===== src/usu_cfg.svh =====
// Behaviour
// - a software write to shift data wins over a same-cycle shift clock
// - shift data moves left one bit per clock from the selected source
// - data and clock inputs stay usable even with outputs disabled
// - the data output pin follows shift bit 7 through an output latch
// - latch open half a serial cycle on external clock, always on internal
// - while the latch is open a newly written bit 7 reaches the pin
// - data reaches the output pin only when its direction bit is one
// - a completed transfer copies shift data into the receive buffer
// - reading the receive buffer affects flags exactly as reading shift data
// - in two-wire mode a detected start condition sets the start flag
// - off or three-wire, external source, strobe zero: any clock edge sets start
// - start and overflow interrupts need flag, own enable and global enable
// - start flag clears only by writing one; clearing releases its clock hold
// - a pending start interrupt asserts a wake request valid in all sleep modes
// - overflow flag sets when the 4-bit counter wraps from 15 to 0
// - overflow flag clears only by writing one; clearing releases its clock hold
// - a pending overflow interrupt wakes from idle sleep only
// - two-wire stop condition sets the stop flag, cleared by one, no interrupt
// - collision bit reads one when shift bit 7 differs from the data pin
// - status low nibble is the live counter, readable and writable
// - counter counts external edges, timer matches or software strobes
// - external source with strobe bit one: toggle strobe clocks the counter
// - wire mode 00 off, 01 three-wire, 10 two-wire open drain
// - two-wire with clock output on: clock held low while start flag is set
`ifndef USU_CFG_SVH
`define USU_CFG_SVH

// ==========================================================================
// register indices (byte address is four times the index)
`define USU_IDX_CONTROL  6'h0D
`define USU_IDX_STATUS   6'h0E
`define USU_IDX_DATA     6'h0F
`define USU_IDX_BUFFER   6'h10

// ==========================================================================
// control fields
`define USU_CTL_SIE      7
`define USU_CTL_OIE      6
`define USU_CTL_WM_HI    5
`define USU_CTL_WM_LO    4
`define USU_CTL_CS_HI    3
`define USU_CTL_CS_LO    2
`define USU_CTL_CLK      1
`define USU_CTL_TOG      0

// ==========================================================================
// status fields
`define USU_STS_START    7
`define USU_STS_OVF      6
`define USU_STS_STOP     5
`define USU_STS_COLL     4
`define USU_STS_CNT_HI   3

// ==========================================================================
// encodings and counts
`define USU_WM_OFF       2'h0
`define USU_WM_THREE     2'h1
`define USU_WM_TWO       2'h2
`define USU_CS_SOFT      2'h0
`define USU_CS_TIMER     2'h1
`define USU_CS_EXT_POS   2'h2
`define USU_CS_EXT_NEG   2'h3
`define USU_CNT_MAX      4'hF
`define USU_HSIZE_WORD   3'h2

// ==========================================================================
// reset values
`define USU_RST_CONTROL  8'h00
`define USU_RST_STATUS   8'h00
`define USU_RST_DATA     8'h00
`define USU_RST_BUFFER   8'h00

`endif


===== src/usu_pkg.sv =====
// ==========================================================================
// shared types
package usu_pkg;

  typedef logic [31:0] usu_word_t;
  typedef logic [7:0]  usu_byte_t;

  typedef enum logic [0:0] {
    USU_BUS_IDLE,
    USU_BUS_DATA
  } usu_bus_phase_t;

  typedef struct packed {
    logic [1:0] stage1;
    logic [1:0] stage2;
  } usu_sync_state_t;

  typedef struct packed {
    logic sda_prev;
    logic scl_prev;
    logic start;
    logic stop;
    logic scl_rise;
    logic scl_fall;
  } usu_detect_state_t;

endpackage


===== src/usu_sync.sv =====
`timescale 1ns/100ps
// ==========================================================================
// two-stage synchroniser for pin inputs
module usu_sync (
  // clock and reset
  input  wire logic       i_clk,
  input  wire logic       i_srst,
  // pins
  input  wire logic [1:0] i_async,
  // synchronised levels
  output logic      [1:0] o_sync
);
  import usu_pkg::*;

  usu_sync_state_t state;
  usu_sync_state_t next_state;

  always_comb begin
    next_state        = state;
    next_state.stage1 = i_async;
    next_state.stage2 = state.stage1;
    if (i_srst) begin
      next_state = '0;
    end
  end

  always_ff @(posedge i_clk) begin
    state <= next_state;
  end

  assign o_sync = state.stage2;

endmodule


===== src/usu_cond_detect.sv =====
`timescale 1ns/100ps
// ==========================================================================
// start/stop condition and clock edge detector
module usu_cond_detect (
  // clock and reset
  input  wire logic i_clk,
  input  wire logic i_srst,
  // synchronised line levels
  input  wire logic i_sda,
  input  wire logic i_scl,
  input  wire logic i_two_wire,
  // one-cycle events
  output logic      o_start,
  output logic      o_stop,
  output logic      o_scl_rise,
  output logic      o_scl_fall
);
  import usu_pkg::*;

  usu_detect_state_t state;
  usu_detect_state_t next_state;

  always_comb begin
    next_state          = state;
    next_state.sda_prev = i_sda;
    next_state.scl_prev = i_scl;
    // data falls while clock stays high
    next_state.start    = i_two_wire & i_scl & state.scl_prev & state.sda_prev & ~i_sda;
    // data rises while clock stays high
    next_state.stop     = i_two_wire & i_scl & state.scl_prev & ~state.sda_prev & i_sda;
    next_state.scl_rise = i_scl & ~state.scl_prev;
    next_state.scl_fall = ~i_scl & state.scl_prev;
    if (i_srst) begin
      // follow the synchronised levels, no false edge after reset
      next_state          = '0;
      next_state.sda_prev = i_sda;
      next_state.scl_prev = i_scl;
    end
  end

  always_ff @(posedge i_clk) begin
    state <= next_state;
  end

  assign o_start    = state.start;
  assign o_stop     = state.stop;
  assign o_scl_rise = state.scl_rise;
  assign o_scl_fall = state.scl_fall;

endmodule


===== src/usu_core.sv =====
// Our own choice: the AHB-Lite slave port.
`timescale 1ns/100ps
`include "usu_cfg.svh"
// ==========================================================================
// universal serial shift unit with ahb-lite register slave
module usu_core (
  // clock and reset
  input  wire logic              i_clk,
  input  wire logic              i_srst,
  // ahb-lite slave
  input  wire logic              i_hsel,
  input  wire usu_pkg::usu_word_t i_haddr,
  input  wire logic [1:0]        i_htrans,
  input  wire logic              i_hwrite,
  input  wire logic [2:0]        i_hsize,
  input  wire usu_pkg::usu_word_t i_hwdata,
  input  wire logic              i_hready,
  output usu_pkg::usu_word_t     o_hrdata,
  output logic                   o_hreadyout,
  output logic                   o_hresp,
  // companion timer and cpu core
  input  wire logic              i_timer_match,
  input  wire logic              i_global_int_enable,
  // port direction and port bits
  input  wire logic              i_data_dir,
  input  wire logic              i_data_port_bit,
  input  wire logic              i_clock_dir,
  // serial pins
  input  wire logic              i_data_in_pin,
  input  wire logic              i_clock_pin,
  output logic                   o_do_out,
  output logic                   o_do_oe,
  output logic                   o_sda_out,
  output logic                   o_sda_oe,
  output logic                   o_scl_out,
  output logic                   o_scl_oe,
  // interrupts and wake
  output logic                   o_start_irq,
  output logic                   o_overflow_irq,
  output logic                   o_wake_any_sleep,
  output logic                   o_wake_idle
);
  import usu_pkg::*;

  // ========================================================================
  // state
  typedef struct packed {
    usu_bus_phase_t phase;
    logic           write;
    logic           word_size;
    logic [7:0]     addr_lo;
    logic           hreadyout;
    usu_word_t      hrdata;
    logic           sie;
    logic           oie;
    logic [1:0]     wm;
    logic [1:0]     cs;
    logic           clk_mode;
    logic           clock_port;
    usu_byte_t      shift;
    usu_byte_t      rxbuf;
    logic [3:0]     count;
    logic           start_f;
    logic           ovf_f;
    logic           stop_f;
    logic           latch;
    logic           start_irq;
    logic           ovf_irq;
    logic           wake_any;
    logic           wake_idle;
    logic           do_out;
    logic           do_oe;
    logic           sda_out;
    logic           sda_oe;
    logic           scl_out;
    logic           scl_oe;
  } usu_core_state_t;

  usu_core_state_t state;
  usu_core_state_t next_state;

  // ========================================================================
  // helpers
  function automatic logic [7:0] reg_addr(input logic [5:0] idx);
    reg_addr = {idx, 2'b00};
  endfunction

  function automatic logic reg_hit(input logic [7:0] addr, input logic [5:0] idx,
                                   input logic word);
    reg_hit = word & (addr == reg_addr(idx));
  endfunction

  function automatic logic ext_clock(input logic [1:0] cs);
    ext_clock = cs[1];
  endfunction

  // ========================================================================
  // pin synchronisers and detectors
  logic [1:0] pins_sync;
  logic       din_s;
  logic       clk_s;
  logic       det_start;
  logic       det_stop;
  logic       scl_rise;
  logic       scl_fall;

  usu_sync u_sync (
    .i_clk   (i_clk),
    .i_srst  (i_srst),
    .i_async ({i_data_in_pin, i_clock_pin}),
    .o_sync  (pins_sync)
  );

  // inputs are used whatever the wire mode
  assign din_s = pins_sync[1];
  assign clk_s = pins_sync[0];

  usu_cond_detect u_detect (
    .i_clk      (i_clk),
    .i_srst     (i_srst),
    .i_sda      (din_s),
    .i_scl      (clk_s),
    .i_two_wire (state.wm == `USU_WM_TWO),
    .o_start    (det_start),
    .o_stop     (det_stop),
    .o_scl_rise (scl_rise),
    .o_scl_fall (scl_fall)
  );

  // ========================================================================
  // next state
  logic      acc;
  logic      wr_ctl;
  logic      wr_sts;
  logic      wr_dat;
  logic      rd;
  usu_byte_t wdata;
  logic      sw_clk;
  logic      sw_tog;
  logic      shift_tick;
  logic      count_tick;
  logic      ovf_evt;
  logic      start_evt;
  logic      transparent;
  usu_byte_t rdata;
  logic      collision;

  always_comb begin
    next_state  = state;
    acc         = (state.phase == USU_BUS_DATA);
    wdata       = i_hwdata[7:0];
    wr_ctl      = acc & state.write &
                  reg_hit(state.addr_lo, `USU_IDX_CONTROL, state.word_size);
    wr_sts      = acc & state.write &
                  reg_hit(state.addr_lo, `USU_IDX_STATUS, state.word_size);
    wr_dat      = acc & state.write &
                  reg_hit(state.addr_lo, `USU_IDX_DATA, state.word_size);
    rd          = acc & ~state.write;
    sw_clk      = wr_ctl & wdata[`USU_CTL_CLK];
    sw_tog      = wr_ctl & wdata[`USU_CTL_TOG];
    shift_tick  = 1'b0;
    count_tick  = 1'b0;
    ovf_evt     = 1'b0;
    start_evt   = 1'b0;
    transparent = 1'b1;
    rdata       = 8'h00;
    collision   = state.shift[7] ^ din_s;

    // ----------------------------------------------------------------------
    // bus phases: one wait state per transfer
    unique case (state.phase)
      USU_BUS_IDLE: begin
        if (i_hsel & i_htrans[1] & i_hready) begin
          next_state.phase     = USU_BUS_DATA;
          next_state.write     = i_hwrite;
          next_state.word_size = (i_hsize == `USU_HSIZE_WORD);
          next_state.addr_lo   = i_haddr[7:0];
          next_state.hreadyout = 1'b0;
        end
      end
      USU_BUS_DATA: begin
        next_state.phase     = USU_BUS_IDLE;
        next_state.hreadyout = 1'b1;
      end
    endcase

    // ----------------------------------------------------------------------
    // control register
    if (wr_ctl) begin
      next_state.sie      = wdata[`USU_CTL_SIE];
      next_state.oie      = wdata[`USU_CTL_OIE];
      next_state.wm       = wdata[`USU_CTL_WM_HI:`USU_CTL_WM_LO];
      next_state.cs       = wdata[`USU_CTL_CS_HI:`USU_CTL_CS_LO];
      next_state.clk_mode = wdata[`USU_CTL_CLK];
    end
    if (sw_tog) begin
      next_state.clock_port = ~state.clock_port;
    end

    // ----------------------------------------------------------------------
    // clock source selection
    unique case (next_state.cs)
      `USU_CS_SOFT:    shift_tick = sw_clk;
      `USU_CS_TIMER:   shift_tick = i_timer_match;
      `USU_CS_EXT_POS: shift_tick = scl_rise;
      `USU_CS_EXT_NEG: shift_tick = scl_fall;
    endcase
    if (ext_clock(next_state.cs)) begin
      if (next_state.clk_mode) begin
        count_tick = sw_tog;
      end else begin
        count_tick = scl_rise | scl_fall;
      end
    end else begin
      count_tick = shift_tick;
    end

    // ----------------------------------------------------------------------
    // shift register
    if (wr_dat) begin
      next_state.shift = wdata;
    end else if (shift_tick) begin
      next_state.shift = {state.shift[6:0], din_s};
    end

    // ----------------------------------------------------------------------
    // counter, overflow and receive buffer
    if (wr_sts) begin
      next_state.count = wdata[`USU_STS_CNT_HI:0];
    end else if (count_tick) begin
      next_state.count = state.count + 4'h1;
      ovf_evt          = (state.count == `USU_CNT_MAX);
    end
    if (ovf_evt) begin
      next_state.rxbuf = next_state.shift;
    end

    // ----------------------------------------------------------------------
    // status flags, set wins over clear
    if ((state.wm == `USU_WM_TWO) & det_start) begin
      start_evt = 1'b1;
    end
    if ((state.wm == `USU_WM_OFF) | (state.wm == `USU_WM_THREE)) begin
      if (ext_clock(state.cs) & ~state.clk_mode & (scl_rise | scl_fall)) begin
        start_evt = 1'b1;
      end
    end
    next_state.start_f = (state.start_f & ~(wr_sts & wdata[`USU_STS_START])) |
                         start_evt;
    next_state.ovf_f   = (state.ovf_f & ~(wr_sts & wdata[`USU_STS_OVF])) |
                         ovf_evt;
    next_state.stop_f  = (state.stop_f & ~(wr_sts & wdata[`USU_STS_STOP])) |
                         det_stop;

    // ----------------------------------------------------------------------
    // output latch
    if (next_state.cs == `USU_CS_EXT_POS) begin
      transparent = ~clk_s;
    end else if (next_state.cs == `USU_CS_EXT_NEG) begin
      transparent = clk_s;
    end
    if (transparent) begin
      next_state.latch = next_state.shift[7];
    end

    // ----------------------------------------------------------------------
    // pin drivers
    next_state.do_out  = next_state.latch;
    next_state.do_oe   = 1'b0;
    next_state.sda_out = 1'b0;
    next_state.sda_oe  = 1'b0;
    next_state.scl_out = 1'b0;
    next_state.scl_oe  = 1'b0;
    if (next_state.wm == `USU_WM_THREE) begin
      next_state.do_oe   = i_data_dir;
      next_state.scl_out = next_state.clock_port;
      next_state.scl_oe  = i_clock_dir;
    end else if (next_state.wm == `USU_WM_TWO) begin
      next_state.sda_oe = i_data_dir & (~next_state.latch | ~i_data_port_bit);
      next_state.scl_oe = i_clock_dir & (~next_state.clock_port |
                          next_state.start_f | next_state.ovf_f);
    end

    // ----------------------------------------------------------------------
    // interrupt and wake requests
    next_state.start_irq = next_state.start_f & next_state.sie & i_global_int_enable;
    next_state.ovf_irq   = next_state.ovf_f & next_state.oie & i_global_int_enable;
    next_state.wake_any  = next_state.start_f & next_state.sie;
    next_state.wake_idle = next_state.ovf_f & next_state.oie;

    // ----------------------------------------------------------------------
    // read data, reads have no side effects
    if (reg_hit(state.addr_lo, `USU_IDX_CONTROL, state.word_size)) begin
      rdata = {state.sie, state.oie, state.wm, state.cs, 2'b00};
    end else if (reg_hit(state.addr_lo, `USU_IDX_STATUS, state.word_size)) begin
      rdata = {state.start_f, state.ovf_f, state.stop_f,
               collision, state.count};
    end else if (reg_hit(state.addr_lo, `USU_IDX_DATA, state.word_size)) begin
      rdata = state.shift;
    end else if (reg_hit(state.addr_lo, `USU_IDX_BUFFER, state.word_size)) begin
      rdata = state.rxbuf;
    end
    if (rd) begin
      next_state.hrdata = {24'h000000, rdata};
    end

    // ----------------------------------------------------------------------
    // synchronous reset
    if (i_srst) begin
      next_state            = '0;
      next_state.phase      = USU_BUS_IDLE;
      next_state.hreadyout  = 1'b1;
      next_state.sie        = 1'(`USU_RST_CONTROL >> `USU_CTL_SIE);
      next_state.oie        = 1'(`USU_RST_CONTROL >> `USU_CTL_OIE);
      next_state.wm         = 2'(`USU_RST_CONTROL >> `USU_CTL_WM_LO);
      next_state.cs         = 2'(`USU_RST_CONTROL >> `USU_CTL_CS_LO);
      next_state.clk_mode   = 1'(`USU_RST_CONTROL >> `USU_CTL_CLK);
      next_state.start_f    = 1'(`USU_RST_STATUS >> `USU_STS_START);
      next_state.ovf_f      = 1'(`USU_RST_STATUS >> `USU_STS_OVF);
      next_state.stop_f     = 1'(`USU_RST_STATUS >> `USU_STS_STOP);
      next_state.shift      = `USU_RST_DATA;
      next_state.rxbuf      = `USU_RST_BUFFER;
      next_state.count      = 4'(`USU_RST_STATUS & 8'h0F);
    end
  end

  always_ff @(posedge i_clk) begin
    state <= next_state;
  end

  // ========================================================================
  // outputs
  assign o_hrdata         = state.hrdata;
  assign o_hreadyout      = state.hreadyout;
  assign o_hresp          = 1'b0;
  assign o_do_out         = state.do_out;
  assign o_do_oe          = state.do_oe;
  assign o_sda_out        = state.sda_out;
  assign o_sda_oe         = state.sda_oe;
  assign o_scl_out        = state.scl_out;
  assign o_scl_oe         = state.scl_oe;
  assign o_start_irq      = state.start_irq;
  assign o_overflow_irq   = state.ovf_irq;
  assign o_wake_any_sleep = state.wake_any;
  assign o_wake_idle      = state.wake_idle;

endmodule


===== config.mk =====
export PLATFORM = sky130hd
export DESIGN_NAME = usu_core
export DESIGN_NICKNAME = d
export VERILOG_FILES = /design/src/usu_pkg.sv /design/src/usu_sync.sv /design/src/usu_cond_detect.sv /design/src/usu_core.sv
export VERILOG_INCLUDE_DIRS = /design/src /design/src/src
export SDC_FILE = /design/constraint.sdc
export NUM_CORES = 1
export LEC_CHECK = 0
export BUFFER_PORTS_ARGS = -buffer_cell sky130_fd_sc_hd__buf_2
export CAP_MARGIN = 30
export CORE_MARGIN = 4
export CORE_UTILIZATION = 45
export DETAILED_ROUTE_END_ITERATION = 7
export PLACE_DENSITY = 0.76
export SLEW_MARGIN = 20
export SYNTH_ARGS = -nofsm -noshare
export SYNTH_HDL_FRONTEND = slang
export SYNTH_SLANG_ARGS = --single-unit

===== constraint.sdc =====
create_clock -name i_clk -period 2.5 [get_ports i_clk]
set_input_delay 0.25 -clock i_clk [delete_from_list [all_inputs] [get_ports i_clk]]
set_output_delay 0.25 -clock i_clk [all_outputs]
set_load 0.05 [all_outputs]

**Yosys cells after proc, flatten, opt, wreduce, memory -nomap -nowiden**

Cells that the tools add are included.

- Reductions and logical operators: 6
- Multiplexer cells: 26
- Eq/ne operators: 14
- Bitwise logic cells: 61
- Add/sub/neg operators: 1

Operators by type and width:

| cell | count |
|---|---|
| $mux W8 | 6 |
| $and A1 B1 Y1 | 36 |
| $eq A8 B6 Y1 const B | 3 |
| $not A1 Y1 | 16 |
| $mux W1 | 13 |
| $mux W12 | 1 |
| $eq A2 B2 Y1 const B | 4 |
| $eq A8 B7 Y1 const B | 1 |
| $mux W4 | 2 |
| $or A1 B1 Y1 | 8 |
| $mux W7 | 1 |
| $eq A2 B1 Y1 const B | 3 |
| $add A4 B1 Y4 const B | 1 |
| $eq A4 B4 Y1 const B | 1 |
| $logic_not A2 Y1 | 2 |
| $pmux W1 S2 | 2 |
| $pmux W1 S4 | 1 |
| $eq A3 B2 Y1 const B | 1 |
| $reduce_or A3 Y1 | 1 |
| $ne A2 B2 Y1 const B | 1 |
| $reduce_and A2 Y1 | 1 |
| $reduce_bool A2 Y1 | 1 |
| $reduce_or A2 Y1 | 1 |
| $xor A1 B1 Y1 | 1 |

- Input port bits: 81
- Word-level logic and storage cells: 144
- Output and inout port bits: 44
- Register bits: 71

**Logic depth before layout (Yosys ltp)**

Gate-level depths: netlist of run 1.

- Depth after elaboration: 14
- Mapped depth: 8
- Gate-level depth less buffers: 6

**By module**

Synthesis of run 1 repeated with hierarchy kept, for this count alone.

- Cell total of the unflattened synthesis: 376
- Area, all modules: 3405.8 um^2

Modules (own cells, without submodules):

| module | sequential area each (um^2) | instances | cells each | area each (um^2) |
|---|---|---|---|---|
| usu_core | 1201.2 | 1 | 355 | 3101.7 |
| usu_cond_detect | 120.1 | 1 | 11 | 183.9 |
| usu_sync | 80.1 | 1 | 10 | 120.1 |

**Least setup slack after synthesis of run 1**

OpenSTA, ideal clock, no wires.

- Kind: flip-flop to flip-flop
- From: reg state[75] in the netlist's numbering
- To: reg state[24] in the netlist's numbering
- Library setup time: 114 ps
- Slack: 58 ps
- Period minus slack after synthesis: 2442 ps
- Buffers on the path: 2
- Arrival time: 2328 ps
- Stages on the path, launching flop included: 9
- Data required time: 2386 ps
- Path through: dfxtp_1 -> or3b_1 -> buf_6 -> nor4_4 -> a211oi_1 -> a211oi_1 -> clkbuf_1 -> nor3b_1 -> a21o_1

- Longest elaborated chain between the ends: 9
- Elaborated cells on any way between the ends: 23
- Those cells by class: eq/ne (6); mux (8); bitwise (8); reduce/logical (1)

RTL lines:

| what | RTL line | source |
|---|---|---|
| start, declared | usu_core.sv:79 | `usu_core_state_t state;` |
| start signal, assigned | usu_core.sv:328 | `state <= next_state;` |
| $eq A8 B6 Y1 | usu_core.sv:90 | `reg_hit = word & (addr == reg_addr(idx));` |
| $and A1 B1 Y1 | usu_core.sv:90 |  |
| $and A1 B1 Y1 | usu_core.sv:152 | `wr_ctl = acc & state.write &` |
| $mux W7 | usu_core.sv:189 | `if (wr_ctl) begin` |
| $eq A2 B2 Y1 (tied with other cells) | usu_core.sv:202 | `unique case (next_state.cs)` |
| $pmux W1 S4 | usu_core.sv:202 |  |
| $mux W1 | usu_core.sv:208 | `if (ext_clock(next_state.cs)) begin` |
| $mux W1 | usu_core.sv:230 | `end else if (count_tick) begin` |
| $mux W1 | usu_core.sv:228 | `if (wr_sts) begin` |

Several ways; a longest one is shown, not always the timed one.
A chain may end at the register's enable or synchronous reset.

**Final worst setup path of run 1**

- From: reg state[77] in the netlist's numbering
- To: reg state[20] in the netlist's numbering

The elaborated chain is that of the path after synthesis.

==> impl_metrics.csv, run 1 <==
group,metric,value,unit
floorplan,fp.dieArea,9219,um^2
floorplan,rows,31,
pwr,power_leakage,1.594,nW
sta,fmax,413.8,MHz
global_route,grt_remaining_overflow,0,
logic_synthesis,seq_area_frac_synth,40.20,%
critical_path,crit_start,"state[77]",
pwr,total_power,2.371,mW
critical_path,cp_top_family,"simple AND/OR/NAND/NOR gates",
global_route,grt_pass1_wl,13.84,mm
final_layout,layout-drive-gt1-share,19.65,%
critical_path,arrival,2.72,ns
detailed_routing,vias,3035,
global_route,track_usage,19.76,%
critical_path,cp_max_fo,7,
placement,portBuffers,49,
clock_network,cts_tree,"yes",
logic_synthesis,synth_area_leaders,"dfxtp_1, buf_4, mux2i_1, nand2_1, a21oi_1",
sta,relSlewSlack,44.93,%
floorplan,coreArea,7408,um^2
sta,hold_viol_final,0,
critical_path,cp.depth,6,
critical_path,cp-end-kind,"flip-flop",
sta,final.setup_skew,0.007780,ns
sta,drv_slew,0,
logic_synthesis,async_flop_share,0,%
run,drv_cap,0,
logic_synthesis,synth.cell_area,3486,um^2
hold_path,hold_depth,2,
hold_path,hold_path.class,"in2reg",
final_layout,fill_cells,697,
sta,worst_pin_slew,0.8244,ns
placement,post-dp-hpwl,6.295,mm
clock_network,clock_latency,0.36,ns
clock_network,clkTransAtPathRegs,0.07,ns
clock_network,cts_resized,0,
final_layout,most-common-layout-cells,"dfxtp_1, buf_2, nand2_1",
final_layout,area_delta_synth_final,13.32,%
detailed_routing,vias_per_cell,5.498,
critical_path,worst-path-buf-inv,0,
logic_synthesis,synth_flop_cell,"dfxtp_1",
global_route,grt_max_degree,51,
floorplan,io_pins,125,
logic_synthesis,avgSynthCellArea,8.693,um^2
detailed_routing,drt-initial-drc-count,240,
hold_path,hp-start,"i_data_in_pin",
sta,min_period,2.417,ns
critical_path,cp_cell_sequence,"or3b_1 -> or4_4 -> mux2i_4 -> mux2i_1 -> a2111oi_4 -> a21o_1",
clock_network,cts_buffer_depth,2,
logic_synthesis,synth_warnings,0,
outcome,outcome,"finished, final reports clean",
logic_synthesis,ys_seq_elements,70,
detailed_routing,first_pass_iters,4,
pwr,power_density,600.4,nW/um^2
critical_path,setup.worst_path.class,"reg2reg",
logic_synthesis,synth_top_area_share,40.20,%
global_route,antenna_found_initial,0,
clock_network,cts_buffers,9,
critical_path,max_stage_delay,0.59,ns
final_layout,mostFrequentLayoutCell,"dfxtp_1",
logic_synthesis,synth.largest_area_cell,"dfxtp_1",
placement,placed_cells,534,
floorplan,initial_utilization,47.05,%
detailed_routing,drc,0,
final_layout,final_nets,530,
global_route,grt_pass1_vias,2894,
sta,fin_crit_sh,96.66,%
critical_path,cpMaxStageDelayCell,"or4_4",
critical_path,worstPathRequired,2.80,ns
logic_synthesis,syn_inst,401,
clock_network,cts-root-buf,"clkbuf_8",
detailed_routing,wire_per_inst,15.78,um
critical_path,rr_worst_depth,6,
logic_synthesis,synth-edff-count,0,
logic_synthesis,ys_types,48,
detailed_routing,wl,8.711,mm
critical_path,crit_path_start_kind,"flip-flop",
floorplan,fp.dieH,96.02,um
placement,gp_congestion,0.9154,
final_layout,fin_cells,552,
critical_path,regToRegStartpoint,"state[77]",
pwr,vdd_drop_max,0.4996,mV
floorplan,dieWidth,96.02,um
detailed_routing,drtAntennaViolNets,0,
final_layout,diodes,0,
sta,finalSetupViolCount,0,
clock_network,cts_sinks,70,
clock_network,cts_max_level,3,
## final timing paths
| path | end | slack (ns) |
|---|---|---|
| min | u_sync.state[3] | 0.1 |
| min reg2reg | u_detect.o_stop | 0.42 |
| max reg2reg | state[20] | 0.08 |
| max | state[20] | 0.08 |
## power breakdown
part	internal [mW]	leakage (nW)	total, mW	switching [mW]
logic	0.0492	0.928	0.224	0.174
registers	1.13	0.566	1.14	0.0140
clock network	0.564	0.0998	1.00	0.440
## metrics by stage
step	worst slack, ns	cell area [um^2]	hold slack [ns]	utilization (%)	TNS, ns
6_report	0.08350	3950	0.09752	53.32	0
3_3_place_gp	0.1222	3720	0.3910	50.21	0
2_1_floorplan	0.05792	3580	0.3486	-	0
5_1_grt	-0.0004059	3950	0.1167	53.32	-0.0004059
4_1_cts	0.07600	3935	0.09610	53.12	0
3_5_place_dp	0.09619	3720	0.4134	50.21	0
## kinds of logic (layout without fill, tap and decap cells)
logic type / Yosys count / in the layout / share of synthesized area, %
XOR/XNOR: 8 / 8 / 2.010
multiplexers: 22 / 22 / 6.748
buffers and inverters: 65 / 92 / 11.09
flip-flops: 70 / 70 / 40.20
AND/OR/NAND/NOR: 139 / 139 / 20.42
adder cells (fa/ha/maj): 1 / 1 / 0.3589
AO/OA/AOI/OAI: 95 / 95 / 19.06
other: 1 / 26 / 0.1076
## flip-flops by register name, indices dropped and copies added (netlist names), 2 cells and up
register / flops
u_detect.state: 2
u_sync.state: 2
u_sync.o_sync: 2
o_hrdata: 8
state: 41
## Yosys cell counts (3+ instances only)
cell / instances
a21oi_1: 30
nor2_1: 28
nor3_1: 7
a221oi_1: 7
a31oi_1: 3
o211ai_1: 3
dfxtp_1: 70
nand2_1: 47
buf_1: 3
xor2_1: 4
a22oi_1: 6
inv_1: 8
nand3_1: 11
o21ai_0: 8
a211oi_1: 17
xnor2_1: 4
nor2b_1: 12
buf_4: 34
clkbuf_1: 18
mux2i_1: 19
nor4_1: 4
a21o_1: 9
nand2b_1: 3
nor3b_1: 14
## routing by layer
metal / track usage, % / routed length, um
met1: 24.28 / 3548
met2: 32.43 / 4296
met3: 6.020 / 719
met4: 7.346 / 146
met5: 0 / 0
## worst reg2reg max path: cells and delay by family, from the launching register on
kind               cells  cell delay (ns)
DFF                    1             0.35
and+or+nand+nor        2             1.02
muxes                  2             0.46
AOI/OAI and AO/OA      2             0.53
## repair_timing
action                     4_1_cts  5_1_grt
hold buffers                     0        0
setup endpoints to repair        0        3
buffers inserted                 0        2
## area by class of cell
| class | instances | area [um^2] | share of cell area, % |
|---|---|---|---|
| flip-flops and latches | 70 | 1401 | 35.48 |
| inverters | 8 | 30.03 | 0.7602 |
| repair buffers | 68 | 387.9 | 9.819 |
| well taps | 99 | 123.9 | 3.136 |
| clock buffers | 11 | 131.4 | 3.326 |
| multi-input cells | 291 | 1792 | 45.36 |
| clock inverters | 5 | 83.83 | 2.122 |
No activity file was read; power rests on OpenSTA's default activity.
==> run 2: changes to the inputs <==
--- a/config.mk
+++ b/config.mk
@@ -6,12 +6,12 @@
 export SDC_FILE = /design/constraint.sdc
 export NUM_CORES = 1
 export LEC_CHECK = 0
-export BUFFER_PORTS_ARGS = -buffer_cell sky130_fd_sc_hd__buf_2
 export CAP_MARGIN = 30
 export CORE_MARGIN = 4
-export CORE_UTILIZATION = 45
+export CORE_UTILIZATION = 50
 export DETAILED_ROUTE_END_ITERATION = 7
-export PLACE_DENSITY = 0.76
+export DONT_BUFFER_PORTS = 1
+export PLACE_DENSITY = 0.68
 export SLEW_MARGIN = 20
 export SYNTH_ARGS = -nofsm -noshare
 export SYNTH_HDL_FRONTEND = slang
==> impl_metrics.csv, run 2 (synthesized netlist as in run 1, its figures left out) <==
group,metric,value,unit
outcome,outcome,"finished, final reports clean",
detailed_routing,vias_per_cell,5.676,
sta,fin_ws,0.1483,ns
pwr,power_leakage,1.413,nW
final_layout,area_delta_synth_final,8.076,%
pwr,p_sw,0.6012,mW
final_layout,final_nets,482,
final_layout,most-common-layout-cells,"dfxtp_1, nand2_1, a21oi_1",
floorplan,fp.dieArea,8371,um^2
clock_network,clock_latency,0.36,ns
clock_network,cts-root-buf,"clkbuf_8",
critical_path,worst-path-buf-inv,1,
clock_network,clkTransAtPathRegs,0.07,ns
clock_network,cts_sinks,70,
critical_path,cp_max_fo,15,
detailed_routing,drt-initial-drc-count,213,
sta,finalSetupViolCount,0,
global_route,track_usage,20.45,%
clock_network,cts_tree,"yes",
detailed_routing,wire_per_inst,17.09,um
floorplan,rows,30,
hold_path,hold_path.class,"in2reg",
pwr,vdd_drop_max,0.3901,mV
sta,drv_slew,0,
run,drv_cap,0,
clock_network,cts_max_level,3,
placement,place_area,3462,um^2
floorplan,initial_utilization,51.31,%
sta,hold_viol_final,0,
pwr,sw_frac_of_total,24.53,%
critical_path,worstPathRequired,2.78,ns
global_route,grt_pass1_wl,13.46,mm
pwr,power_density,650.6,nW/um^2
placement,placed_cells,480,
sta,min_period,2.352,ns
global_route,met1_usage,24.37,%
global_route,grt_pass1_vias,2716,
clock_network,cts_buffers,9,
global_route,top_usage_layer,"met2",
detailed_routing,vias,2838,
placement,pre_cts_slack,-0.01308,ns
final_layout,largest_reg_flops,41,
final_layout,layout-drive-gt1-share,10.89,%
sta,fin_crit_sh,94.07,%
placement,portBuffers,0,
global_route,met2_usage,32.81,%
clock_network,cts_buffer_depth,2,
detailed_routing,drc,0,
detailed_routing,first_pass_iters,6,
global_route,grt_remaining_overflow,0,
floorplan,io_pins,125,
global_route,grt_max_degree,42,
floorplan,coreArea,6794,um^2
critical_path,arrival,2.63,ns
sta,rsz0062_at_grt,"no",
critical_path,cp-end-kind,"flip-flop",
placement,post-dp-hpwl,6.128,mm
final_layout,fill_cells,621,
final_layout,regMostFlops,"state",
detailed_routing,wl,8.545,mm
final_layout,utilization,55.45,%
floorplan,fp.dieH,91.50,um
global_route,met3_usage,6.379,%
critical_path,max_stage_delay,0.53,ns
sta,setup_tns,0,ns
pwr,total_power,2.451,mW
sta,hold_slack,0.01983,ns
pwr,internal_power,1.850,mW
final_layout,mostFrequentLayoutCell,"dfxtp_1",
global_route,antenna_found_initial,0,
critical_path,cp_cell_sequence,"or3b_4 -> or4_4 -> buf_4 -> nand3_1 -> o31ai_1 -> a311o_1 -> a31oi_1",
final_layout,fin_cells,500,
pwr,p_clk_share,45.8,%
critical_path,setup.worst_path.class,"reg2reg",
sta,worst_pin_slew,0.7182,ns
pwr,p_comb_share,6.8,%
placement,gp_congestion,0.9443,
sta,fmax,425.2,MHz
sta,relSlewSlack,52.02,%
floorplan,dieWidth,91.50,um
detailed_routing,drtAntennaViolNets,0,
final_layout,final_area,3767,um^2
critical_path,crit_path_start_kind,"flip-flop",
pwr,seqPwrFrac,47.5,%
final_layout,diodes,0,
critical_path,cpMaxStageDelayCell,"or4_4",
sta,final.setup_skew,0.01289,ns
critical_path,cp_top_family,"simple AND/OR/NAND/NOR gates",
==> run 2: power by group through the flow <==
stage	Combinational, mW	Clock (mW)	Sequential [mW]
5_1_grt	0.177	1.19	1.16
3_5_place_dp	0.148	0	1.19
6_report	0.166	1.12	1.16
2_1_floorplan	0.203	0	1.17
4_1_cts	0.164	1.14	1.16
3_3_place_gp	0.146	0	1.19
==> run 2: worst reg2reg max path, delay by kind of cell (launching register included) <==
family,cells,cell delay [ns]
flip-flops,1,0.35
buffers and inverters,1,0.22
AND/OR/NAND/NOR,3,1.05
AO/OA/AOI/OAI,3,0.66
==> run 2: path summary, 6_finish.rpt <==
kind                                        start              end  slack [ns]  depth (start not counted)
worst max-delay path                    state[77]         o_sda_oe        0.15                          7
worst min-delay path                  i_clock_pin  u_sync.state[2]        0.02                          1
worst min register to register  u_detect.state[5]  u_detect.o_stop        0.42                          1
worst max register to register          state[77]         o_sda_oe        0.15                          7
==> run 2: final cells by class <==
cell class / instances / area [um^2] / area share (%)
Sequential cell: 70 / 1401 / 37.20
Inverter: 8 / 30.03 / 0.7971
Timing Repair Buffer: 20 / 165.2 / 4.384
Clock inverter: 5 / 107.6 / 2.856
Tap cell: 96 / 120.1 / 3.188
Multi-Input combinational cell: 291 / 1805 / 47.92
Clock buffer: 10 / 137.6 / 3.653
==> run 2: repair_timing <==
action,CTS,global route
setup buffers,0,3
pin swaps,0,1
hold buffers,2,0
hold endpoints to repair,42,0
endpoints found under the setup margin,6,11
resized for setup,1,2
==> run 2: routing by layer <==
metal / wire [um] / share of wire, %
met5: 0 / 0
met4: 204 / 2.4
met3: 726 / 8.5
met2: 4036 / 47
met1: 3578 / 42
